**src/thermal_alarm_pkg.sv**
```systemverilog
// shared constants of the thermometer alarm logic and its bus controller
// assumes one 20 MHz clock and a transaction-level serial bus model
package thermal_alarm_pkg;

   // ----------------------------------------------------------------
   // timing
   // ----------------------------------------------------------------
   localparam int          CLK_MHZ      = 20;
   localparam int          CONV_TIME_US = 100;
   localparam logic [11:0] CONV_CYCLES  = 12'(CONV_TIME_US * CLK_MHZ);

   // ----------------------------------------------------------------
   // device pointer values (read and write locations)
   // ----------------------------------------------------------------
   localparam logic [7:0] P_LOCAL     = 8'h00;
   localparam logic [7:0] P_REMOTE    = 8'h01;
   localparam logic [7:0] P_STATUS    = 8'h02;
   localparam logic [7:0] P_CFG_RD    = 8'h03;
   localparam logic [7:0] P_LHIGH_RD  = 8'h05;
   localparam logic [7:0] P_LLOW_RD   = 8'h06;
   localparam logic [7:0] P_RHIGH_RD  = 8'h07;
   localparam logic [7:0] P_RLOW_RD   = 8'h08;
   localparam logic [7:0] P_CFG_WR    = 8'h09;
   localparam logic [7:0] P_LHIGH_WR  = 8'h0b;
   localparam logic [7:0] P_LLOW_WR   = 8'h0c;
   localparam logic [7:0] P_RHIGH_WR  = 8'h0d;
   localparam logic [7:0] P_RLOW_WR   = 8'h0e;
   localparam logic [7:0] P_SINGLE    = 8'h0f;
   localparam logic [7:0] P_RCRIT     = 8'h19;
   localparam logic [7:0] P_LCRIT     = 8'h20;
   localparam logic [7:0] P_HYST      = 8'h21;

   // ----------------------------------------------------------------
   // reset values
   // ----------------------------------------------------------------
   localparam logic [7:0] HIGH_RST = 8'h55;
   localparam logic [7:0] LOW_RST  = 8'h00;
   localparam logic [7:0] CRIT_RST = 8'h55;
   localparam logic [7:0] HYST_RST = 8'h0a;
   localparam logic [7:0] CFG_RST  = 8'h00;

   // ----------------------------------------------------------------
   // configuration and status fields
   // ----------------------------------------------------------------
   localparam int CFG_MASK    = 7;
   localparam int CFG_STANDBY = 6;
   localparam int CFG_PIN2    = 5;
   localparam int ST_LHIGH    = 6;
   localparam int ST_LLOW     = 5;
   localparam int ST_RHIGH    = 4;
   localparam int ST_RLOW     = 3;
   localparam int ST_OPEN     = 2;
   localparam int ST_RCRIT    = 1;
   localparam int ST_LCRIT    = 0;
   localparam logic [7:0] ST_ALARM_BITS = 8'h7c;

   // alert response address, seven bits
   localparam logic [6:0] ARA_ADDR = 7'h0c;
   localparam logic [7:0] BUS_IDLE = 8'hff;

   typedef enum logic [1:0] {K_PTR, K_WRITE, K_READ, K_ARA} txn_kind_type;

   // ----------------------------------------------------------------
   // controller register offsets and fields
   // ----------------------------------------------------------------
   localparam logic [3:0] H_CMD    = 4'h0;
   localparam logic [3:0] H_PTR    = 4'h1;
   localparam logic [3:0] H_DATA   = 4'h2;
   localparam logic [3:0] H_RDATA  = 4'h3;
   localparam logic [3:0] H_STATUS = 4'h4;
   localparam logic [3:0] H_CLEAR  = 4'h5;
   localparam logic [3:0] H_ENABLE = 4'h6;
   localparam logic [3:0] H_CTRL   = 4'h7;
   localparam logic [3:0] H_LINES  = 4'h8;
   localparam int HI_DONE  = 0;
   localparam int HI_ALARM = 1;
   localparam int HI_CRIT  = 2;
   localparam int HI_NOANS = 3;

endpackage : thermal_alarm_pkg

```
**src/thermal_link_if.sv**
```systemverilog
// link between the thermometer alarm logic and its bus controller
// assumes both ends on one clock; pullups are modelled here
`timescale 1ns/1ns
interface thermal_link_if;
   logic                            txn_valid;
   thermal_alarm_pkg::txn_kind_type txn_kind;
   logic [7:0]                      txn_ptr;
   logic [7:0]                      txn_data;
   logic                            rsp_valid;
   logic [7:0]                      rsp_data;
   logic [7:0]                      rsp_bus;
   logic                            alarm_out;
   logic                            alarm_oe_n;
   logic                            alarm_line;
   logic                            critical_overtemp_n;

   // pulled-up shared lines; answer bus is a wired AND of one device
   assign alarm_line = alarm_oe_n ? 1'b1 : alarm_out;
   assign rsp_bus    = rsp_data;

   modport dev (input txn_valid, txn_kind, txn_ptr, txn_data, rsp_bus,
                output rsp_valid, rsp_data, alarm_out, alarm_oe_n,
                critical_overtemp_n);
   modport host (output txn_valid, txn_kind, txn_ptr, txn_data,
                 input rsp_valid, rsp_bus, alarm_line, critical_overtemp_n);
endinterface : thermal_link_if
```
**src/thermal_alarm_device.sv**
```systemverilog
// alarm and interrupt logic of a two-channel thermometer
// assumes temperatures arrive from a converter front end, synchronous
//
// The address-and-strobe port was chosen for this implementation.
`timescale 1ns/1ns

module thermal_alarm_device #(
   parameter logic [6:0] DEV_ADDR = 7'h2a  // arbitrary default address
) (
   input  wire logic           clk,
   input  wire logic           sys_rst,
   thermal_link_if.dev         link,
   input  wire logic [7:0]     local_meas,
   input  wire logic [7:0]     remote_meas,
   input  wire logic           diode_open,
   output      logic           converting
);
   import thermal_alarm_pkg::*;

   // ----------------------------------------------------------------
   // state
   // ----------------------------------------------------------------
   logic [7:0]  ptr_q, local_q, remote_q, status_q, cfg_q;
   logic [7:0]  lhigh_q, llow_q, rhigh_q, rlow_q, lcrit_q, rcrit_q;
   logic [7:0]  critical_hysteresis_q;
   logic [11:0] conv_cnt_q;
   logic        busy_q, single_q, open_q, alarm_q, ara_q;
   logic        lcrit_st_q, rcrit_st_q, l2_st_q, r2_st_q;
   logic        rsp_valid_q, alarm_oe_n_q, crit_n_q;
   logic [7:0]  rsp_data_q;

   // set above limit, release at limit minus hysteresis, floor at zero
   function automatic logic hyst_next(input logic       prev,
                                      input logic [7:0] t,
                                      input logic [7:0] lim,
                                      input logic [7:0] hy);
      logic [8:0] rel;
      rel = {1'b0, lim} - {1'b0, hy};
      if (rel[8]) begin
         rel = 9'h000;
      end
      return (t > lim) || (prev && ({1'b0, t} > rel));
   endfunction : hyst_next

   // ----------------------------------------------------------------
   // transaction decode
   // ----------------------------------------------------------------
   wire wr_any  = link.txn_valid && (link.txn_kind == K_WRITE);
   wire ptr_ld  = link.txn_valid &&
                  (link.txn_kind == K_PTR || link.txn_kind == K_WRITE);
   wire rd_req  = link.txn_valid && (link.txn_kind == K_READ);
   wire ara_req = link.txn_valid && (link.txn_kind == K_ARA);
   // data goes where the byte just loaded points
   wire wr_cfg   = wr_any && (link.txn_ptr == P_CFG_WR);
   wire wr_lhigh = wr_any && (link.txn_ptr == P_LHIGH_WR);
   wire wr_llow  = wr_any && (link.txn_ptr == P_LLOW_WR);
   wire wr_rhigh = wr_any && (link.txn_ptr == P_RHIGH_WR);
   wire wr_rlow  = wr_any && (link.txn_ptr == P_RLOW_WR);
   wire wr_lcrit = wr_any && (link.txn_ptr == P_LCRIT);
   wire wr_rcrit = wr_any && (link.txn_ptr == P_RCRIT);
   wire wr_hyst  = wr_any && (link.txn_ptr == P_HYST);
   wire wr_single = wr_any && (link.txn_ptr == P_SINGLE);
   wire st_read  = rd_req && (ptr_q == P_STATUS);

   // read mux; write-only locations answer zero
   logic [7:0] rd_val;
   always_comb begin
      case (ptr_q)
         P_LOCAL:    rd_val = local_q;
         P_REMOTE:   rd_val = remote_q;
         P_STATUS:   rd_val = status_q;
         P_CFG_RD:   rd_val = cfg_q;
         P_LHIGH_RD: rd_val = lhigh_q;
         P_LLOW_RD:  rd_val = llow_q;
         P_RHIGH_RD: rd_val = rhigh_q;
         P_RLOW_RD:  rd_val = rlow_q;
         P_LCRIT:    rd_val = lcrit_q;
         P_RCRIT:    rd_val = rcrit_q;
         P_HYST:     rd_val = critical_hysteresis_q;
         default:    rd_val = 8'h00;
      endcase
   end

   // ----------------------------------------------------------------
   // live comparisons on stored values
   // ----------------------------------------------------------------
   wire standby  = cfg_q[CFG_STANDBY];
   wire lh = local_q > lhigh_q;
   wire ll = local_q <= llow_q;
   wire rh = remote_q > rhigh_q;
   wire rl = remote_q <= rlow_q;
   // no gating by standby, so fresh limits alarm at once
   wire [7:0] cond = {1'b0, lh, ll, rh, rl, open_q,
                      rcrit_st_q, lcrit_st_q};
   wire alarm_cause = |(cond & ST_ALARM_BITS);
   wire pin2_mode   = cfg_q[CFG_PIN2];
   wire secondary_overtemp_n = !(l2_st_q || r2_st_q);
   wire alarm_shown = alarm_q && !cfg_q[CFG_MASK];
   wire pin_low = pin2_mode ? !secondary_overtemp_n
                            : alarm_shown;
   // answer the alert read only while our alarm pulls the line
   wire ara_answer = ara_req && !pin2_mode && alarm_shown;
   // wired AND: a lower address elsewhere changes the bus value
   wire ara_won = ara_q && (link.rsp_bus == rsp_data_q);
   wire status_idle = (status_q & ST_ALARM_BITS) == 8'h00;
   wire conv_start = !busy_q && (!standby || single_q);
   wire conv_abort = busy_q && standby && !single_q;
   wire conv_end   = busy_q && !conv_abort && (conv_cnt_q == 12'h000);

   // ----------------------------------------------------------------
   // serial-side registers
   // ----------------------------------------------------------------
   always_ff @(posedge clk) begin
      if (sys_rst) begin
         ptr_q   <= 8'h00;
         cfg_q   <= CFG_RST;
         lhigh_q <= HIGH_RST;
         llow_q  <= LOW_RST;
         rhigh_q <= HIGH_RST;
         rlow_q  <= LOW_RST;
         lcrit_q <= CRIT_RST;
         rcrit_q <= CRIT_RST;
         critical_hysteresis_q <= HYST_RST;
      end else begin
         if (ptr_ld) ptr_q <= link.txn_ptr;
         if (wr_cfg) cfg_q <= link.txn_data;
         if (wr_lhigh) lhigh_q <= link.txn_data;
         if (wr_llow) llow_q <= link.txn_data;
         if (wr_rhigh) rhigh_q <= link.txn_data;
         if (wr_rlow) rlow_q <= link.txn_data;
         if (wr_lcrit) lcrit_q <= link.txn_data;
         if (wr_rcrit) rcrit_q <= link.txn_data;
         if (wr_hyst) critical_hysteresis_q <= link.txn_data;
      end
   end

   // answers: one cycle after the request, bus released otherwise
   always_ff @(posedge clk) begin
      if (sys_rst) begin
         rsp_valid_q <= 1'b0;
         rsp_data_q  <= BUS_IDLE;
         ara_q       <= 1'b0;
      end else begin
         rsp_valid_q <= rd_req || ara_answer;
         ara_q       <= ara_answer;
         if (ara_answer) begin
            rsp_data_q <= {DEV_ADDR, 1'b1};
         end else if (rd_req) begin
            rsp_data_q <= rd_val;
         end else begin
            rsp_data_q <= BUS_IDLE;
         end
      end
   end

   // ----------------------------------------------------------------
   // conversion sequencer
   // ----------------------------------------------------------------
   always_ff @(posedge clk) begin
      if (sys_rst) begin
         busy_q     <= 1'b0;
         single_q   <= 1'b0;
         open_q     <= 1'b0;
         conv_cnt_q <= 12'h000;
         local_q    <= 8'h00;
         remote_q   <= 8'h00;
      end else begin
         // data byte of this write is ignored
         if (wr_single && standby) single_q <= 1'b1;
         else if (conv_end) single_q <= 1'b0;
         if (conv_start) begin
            busy_q     <= 1'b1;
            open_q     <= diode_open;
            conv_cnt_q <= CONV_CYCLES - 12'h001;
         end else if (conv_abort) begin
            busy_q <= 1'b0;
         end else if (conv_end) begin
            busy_q   <= 1'b0;
            local_q  <= local_meas;
            remote_q <= remote_meas;
         end else if (busy_q) begin
            conv_cnt_q <= conv_cnt_q - 12'h001;
         end
      end
   end

   // ----------------------------------------------------------------
   // status, alarm latch and over-temperature states
   // ----------------------------------------------------------------
   always_ff @(posedge clk) begin
      if (sys_rst) begin
         status_q   <= 8'h00;
         alarm_q    <= 1'b0;
         lcrit_st_q <= 1'b0;
         rcrit_st_q <= 1'b0;
         l2_st_q    <= 1'b0;
         r2_st_q    <= 1'b0;
      end else begin
         // read clears, a live condition sets in the same cycle
         status_q <= (st_read ? 8'h00 : status_q) | cond;
         if (alarm_cause) begin
            alarm_q <= 1'b1;
         end else if (ara_won && status_idle) begin
            alarm_q <= 1'b0;
         end
         lcrit_st_q <= hyst_next(lcrit_st_q, local_q, lcrit_q,
                                 critical_hysteresis_q);
         rcrit_st_q <= hyst_next(rcrit_st_q, remote_q, rcrit_q,
                                 critical_hysteresis_q);
         l2_st_q <= hyst_next(l2_st_q, local_q, lhigh_q,
                              critical_hysteresis_q);
         r2_st_q <= hyst_next(r2_st_q, remote_q, rhigh_q,
                              critical_hysteresis_q);
      end
   end

   // pin flops; critical output has no mask term at all
   always_ff @(posedge clk) begin
      if (sys_rst) begin
         alarm_oe_n_q <= 1'b1;
         crit_n_q     <= 1'b1;
      end else begin
         alarm_oe_n_q <= !pin_low;
         crit_n_q     <= !(lcrit_st_q || rcrit_st_q);
      end
   end

   // ----------------------------------------------------------------
   // outputs
   // ----------------------------------------------------------------
   assign link.rsp_valid           = rsp_valid_q;
   assign link.rsp_data            = rsp_data_q;
   assign link.alarm_out           = 1'b0;
   assign link.alarm_oe_n          = alarm_oe_n_q;
   assign link.critical_overtemp_n = crit_n_q;
   assign converting               = busy_q;

endmodule : thermal_alarm_device

```
**src/flat_wrapper.sv**
```systemverilog
// flat-port wrapper written by rule: the top's interface ports become plain ports
module thermal_alarm_device_flat import thermal_alarm_pkg::*;
#(
   parameter logic [6:0] DEV_ADDR = 7'h2a                              
)
  (clk, sys_rst, local_meas, remote_meas, diode_open, converting, link_txn_valid, link_txn_kind, link_txn_ptr, link_txn_data, link_rsp_valid, link_rsp_data, link_alarm_out, link_alarm_oe_n, link_critical_overtemp_n);
  thermal_link_if link_i ();
  input  wire logic clk;
  input  wire logic sys_rst;
  input  wire logic [7:0] local_meas;
  input  wire logic [7:0] remote_meas;
  input  wire logic diode_open;
  output      logic converting;
  input wire logic [$bits(link_i.txn_valid)-1:0] link_txn_valid;
  input wire logic [$bits(link_i.txn_kind)-1:0] link_txn_kind;
  input wire logic [$bits(link_i.txn_ptr)-1:0] link_txn_ptr;
  input wire logic [$bits(link_i.txn_data)-1:0] link_txn_data;
  output wire logic [$bits(link_i.rsp_valid)-1:0] link_rsp_valid;
  output wire logic [$bits(link_i.rsp_data)-1:0] link_rsp_data;
  output wire logic [$bits(link_i.alarm_out)-1:0] link_alarm_out;
  output wire logic [$bits(link_i.alarm_oe_n)-1:0] link_alarm_oe_n;
  output wire logic [$bits(link_i.critical_overtemp_n)-1:0] link_critical_overtemp_n;
  assign link_i.txn_valid = link_txn_valid;
  assign link_i.txn_kind = link_txn_kind;
  assign link_i.txn_ptr = link_txn_ptr;
  assign link_i.txn_data = link_txn_data;
  assign link_rsp_valid = link_i.rsp_valid;
  assign link_rsp_data = link_i.rsp_data;
  assign link_alarm_out = link_i.alarm_out;
  assign link_alarm_oe_n = link_i.alarm_oe_n;
  assign link_critical_overtemp_n = link_i.critical_overtemp_n;
  thermal_alarm_device #(.DEV_ADDR(DEV_ADDR)) u_core (.clk(clk), .sys_rst(sys_rst), .link(link_i), .local_meas(local_meas), .remote_meas(remote_meas), .diode_open(diode_open), .converting(converting));
endmodule
```
**config.mk**
```make
export PLATFORM = sky130hd
export DESIGN_NAME = thermal_alarm_device_flat
export DESIGN_NICKNAME = d
export VERILOG_FILES = /design/src/thermal_alarm_pkg.sv /design/src/thermal_link_if.sv /design/src/thermal_alarm_device.sv /design/src/flat_wrapper.sv
export SDC_FILE = /design/constraint.sdc
export NUM_CORES = 1
export LEC_CHECK = 0
export BUFFER_PORTS_ARGS = -buffer_cell sky130_fd_sc_hd__buf_2
export CAP_MARGIN = 20
export CORE_MARGIN = 3
export CORE_UTILIZATION = 25
export DETAILED_ROUTE_END_ITERATION = 8
export PLACE_DENSITY = 0.45
export SLEW_MARGIN = 25
export SYNTH_ARGS = -nofsm -noshare
export SYNTH_HDL_FRONTEND = slang
export SYNTH_SLANG_ARGS = --single-unit
export TNS_END_PERCENT = 30
```
**constraint.sdc**
```tcl
create_clock -name clk -period 4.1 [get_ports clk]
set_input_delay 0.82 -clock clk [delete_from_list [all_inputs] [get_ports clk]]
set_output_delay 0.82 -clock clk [all_outputs]
set_load 0.01 [all_outputs]
```
==> results.toml <==
[route]
vias_per_cell = 5.06
drtPass1Iterations = 5
drt_iter0_drc = 579
drc_errors = 0
drt-total-wl_um = 30800
antenna_left = 0
num_vias = 7970
wl_per_cell_um = 19.5

[clock_tree]
clock-root-buffer = "clkbuf_16"
ctsHtreeMaxLevel = 4
cts.sinks = 127
cts_tree = "built"
clk-insertion-delay-late_ps = 430
cts_resized = 0
ctsHoldBuffers = 0
post_cts_buffers = 0
numCtsBuffers = 17
path_clk_slew_ps = 70
cts.path.max_buffers = 2

[hold_path]
min_path_cells = 2
hold_class = "flip-flop to flip-flop"
hp-start = "u_core.status_q[6]"
holdPathEnd = "u_core.status_q[6]"

[global_routing]
track_usage_pct = 16.1
grt_max_degree = 63
grt_pass1_vias = 7520
grt_pass1_wl_um = 46200
antenna_found_initial = 2
grt_overflow = 0

[synthesis]
ys_top_cells_by_area = "dfxtp_1 (29%), ha_1 (16%), mux2i_1 (9.1%)"
synth_cell_type_count = 72
synth.most_common_cell = "dfxtp_1"
synth-edff-count = 0
ys_seq_area_share_pct = 28.9
yosysWarnings = 0
async_flop_share_pct = 0
ys_seq_elements = 127
synth_commonest_cells = "dfxtp_1 (127), nor2_1 (119), ha_1 (113)"
synth_area_leader_cell = "dfxtp_1"
syn_avg_cell_area_um2 = 8.21
syn_area_um2 = 8790
synth_top_cell_area_share_pct = 28.9
synth_nets = 1225
synth_cells = 1070
synth_top_flop_cell = "dfxtp_1"

[floorplan]
die_x_um = 193
rows = 68
start_util_pct = 25.4
pin_count = 51
die-area_um2 = 37400
chipHeight_um = 193
core_area_um2 = 34600

[pwr]
ir_worst_vdd_v = 0.000218
p_per_area_nw_per_um2 = 300
p_leak_nw = 4.32

[worst_setup_path]
rr_worst_depth = 16
crit_fanout = 7
start_kind = "flip-flop"
worst_ep_arrival_time_ps = 3920
end_kind = "flip-flop"
r2r-start = "u_core.lhigh_q[0]"
critPathRequiredTime_ps = 4440
crit_type = "flip-flop to flip-flop"
reg2reg_slack_ps = 520
r2r-end = "u_core.l2_st_q"

[finish]
nets = 1263
diodes = 0
drive_gt1_share_pct = 10.4
n_fill_cell = 3702
syn2layout_area_growth_pct = 15.1
fin_area_um2 = 10100

[sta]
finClkSkew_ps = 13.7
final-setup-viol-count = 0
rsz0062_at_grt = "no"
report.final.slew_viol_count = 0
layout_min_cycle_time_ps = 3580
max_freq_ghz = 0.280
final.period_utilization_pct = 87.2
hold_violations = 0
relSlewSlack_pct = 28.0
fin_setup_tns_ps = 0
tightest_slew_ps = 1070

[place]
placed_area_um2 = 9520
io_buffers = 49
place_hpwl_um = 22900
gp_congestion = 0.885

[outcome]
status = "finished clean"

[job]
drv_cap = 0
-- registers in the layout (all words and copies together) (netlist names), 7 cells and up --
| name | cells |
|---|---|
| u_core.lhigh_q | 8 |
| u_core.critical_hysteresis_q | 8 |
| u_core.ptr_q | 8 |
| u_core.status_q | 7 |
| u_core.rhigh_q | 8 |
| u_core.local_q | 8 |
| u_core.llow_q | 8 |
| u_core.cfg_q | 8 |
| u_core.lcrit_q | 8 |
| u_core.rcrit_q | 8 |
| u_core.rlow_q | 8 |
| u_core.link.rsp_data | 8 |
| u_core.conv_cnt_q | 12 |
| u_core.remote_q | 8 |
-- layout by cell type (no fill, tap or decap), drive strengths merged, types with 4 or more instances in the layout --
master	n
nor2	119
clkinv	6
o21a	4
mux2i	80
a21oi	70
or4	4
a22oi	7
clkbuf	17
xnor2	5
nor4b	4
o22a	4
nor4	9
and3	6
o22ai	6
nand3b	11
or3	11
a311oi	4
o21ai	53
buf	61
a211o	4
nor2b	15
inv	86
or2	4
nand2b	15
o211ai	11
a31oi	14
fa	4
dfxtp	127
a21o	18
a211oi	7
nor3	19
ha	113
nand4	19
nand2	89
nand3	48
a221oi	4
-- layout make-up --
type / count / area (um2) / area share (%)
repair buffers: 61 / 338 / 3.34
inverters: 79 / 297 / 2.93
flip-flops and latches: 127 / 2540 / 25.1
clock inverters: 15 / 166 / 1.65
multi-input cells: 822 / 5780 / 57.1
well taps: 455 / 569 / 5.63
clock buffers: 17 / 425 / 4.21
-- worst max path at each step --
stage / from / to / cells past startpoint
2_1_floorplan: u_core.rcrit_q[0] / u_core.rcrit_st_q / 16
3_3_place_gp: u_core.critical_hysteresis_q[0] / u_core.r2_st_q / 15
3_5_place_dp: u_core.critical_hysteresis_q[0] / u_core.l2_st_q / 15
4_1_cts: u_core.critical_hysteresis_q[0] / u_core.l2_st_q / 15
5_1_grt: u_core.lhigh_q[0] / u_core.l2_st_q / 16
6_report: u_core.lhigh_q[0] / u_core.l2_st_q / 16
-- power by group --
part	internal [mW]	switching, mW	total (mW)
logic	0.0729	0.150	0.223
clock network	0.817	0.713	1.53
registers	1.26	0.0249	1.28
total	2.15	0.888	3.03
-- cells by family after synthesis --
| group | synth area share [%] |
|---|---|
| compound gates | 16.6 |
| xor+xnor | 0.498 |
| fa+ha+maj | 17.0 |
| buf+inv | 5.42 |
| flops | 28.9 |
| mux | 9.50 |
| other cells | 0.0427 |
| simple gates | 22.0 |
-- worst max-delay path, cell delays in order (launching register included) --
cell	delay [ps]
dfxtp_1	390
inv_1	80
ha_1	210
fa_1	390
nand2b_1	180
a21oi_1	230
o21a_1	170
o221ai_1	150
a21oi_1	450
nand3_1	140
ha_1	340
nand4_1	120
o21ai_0	160
a31oi_1	60
o21ai_0	160
nand3_1	90
a31oi_1	160
-- per-stage QoR --
step | util (%) | worst slack (ps) | instances | total power, mW | hold slack, ps
5_1_grt | 29.2 | 115 | 1576 | 3.14 | 508
2_1_floorplan | - | 1000 | 1070 | 1.44 | 428
4_1_cts | 29.2 | 525 | 1576 | 3.07 | 477
3_3_place_gp | 27.5 | 605 | 1544 | 1.53 | 466
6_report | 29.2 | 523 | 1576 | 3.03 | 483
3_5_place_dp | 27.5 | 542 | 1544 | 1.53 | 467
-- per-layer routing --
metal,global-route usage (%),routed length [um]
met1,22.5,14900
met3,3.26,1650
met2,25.0,13500
met5,0,17
met4,4.82,680
(Power assumes the default switching activity.)
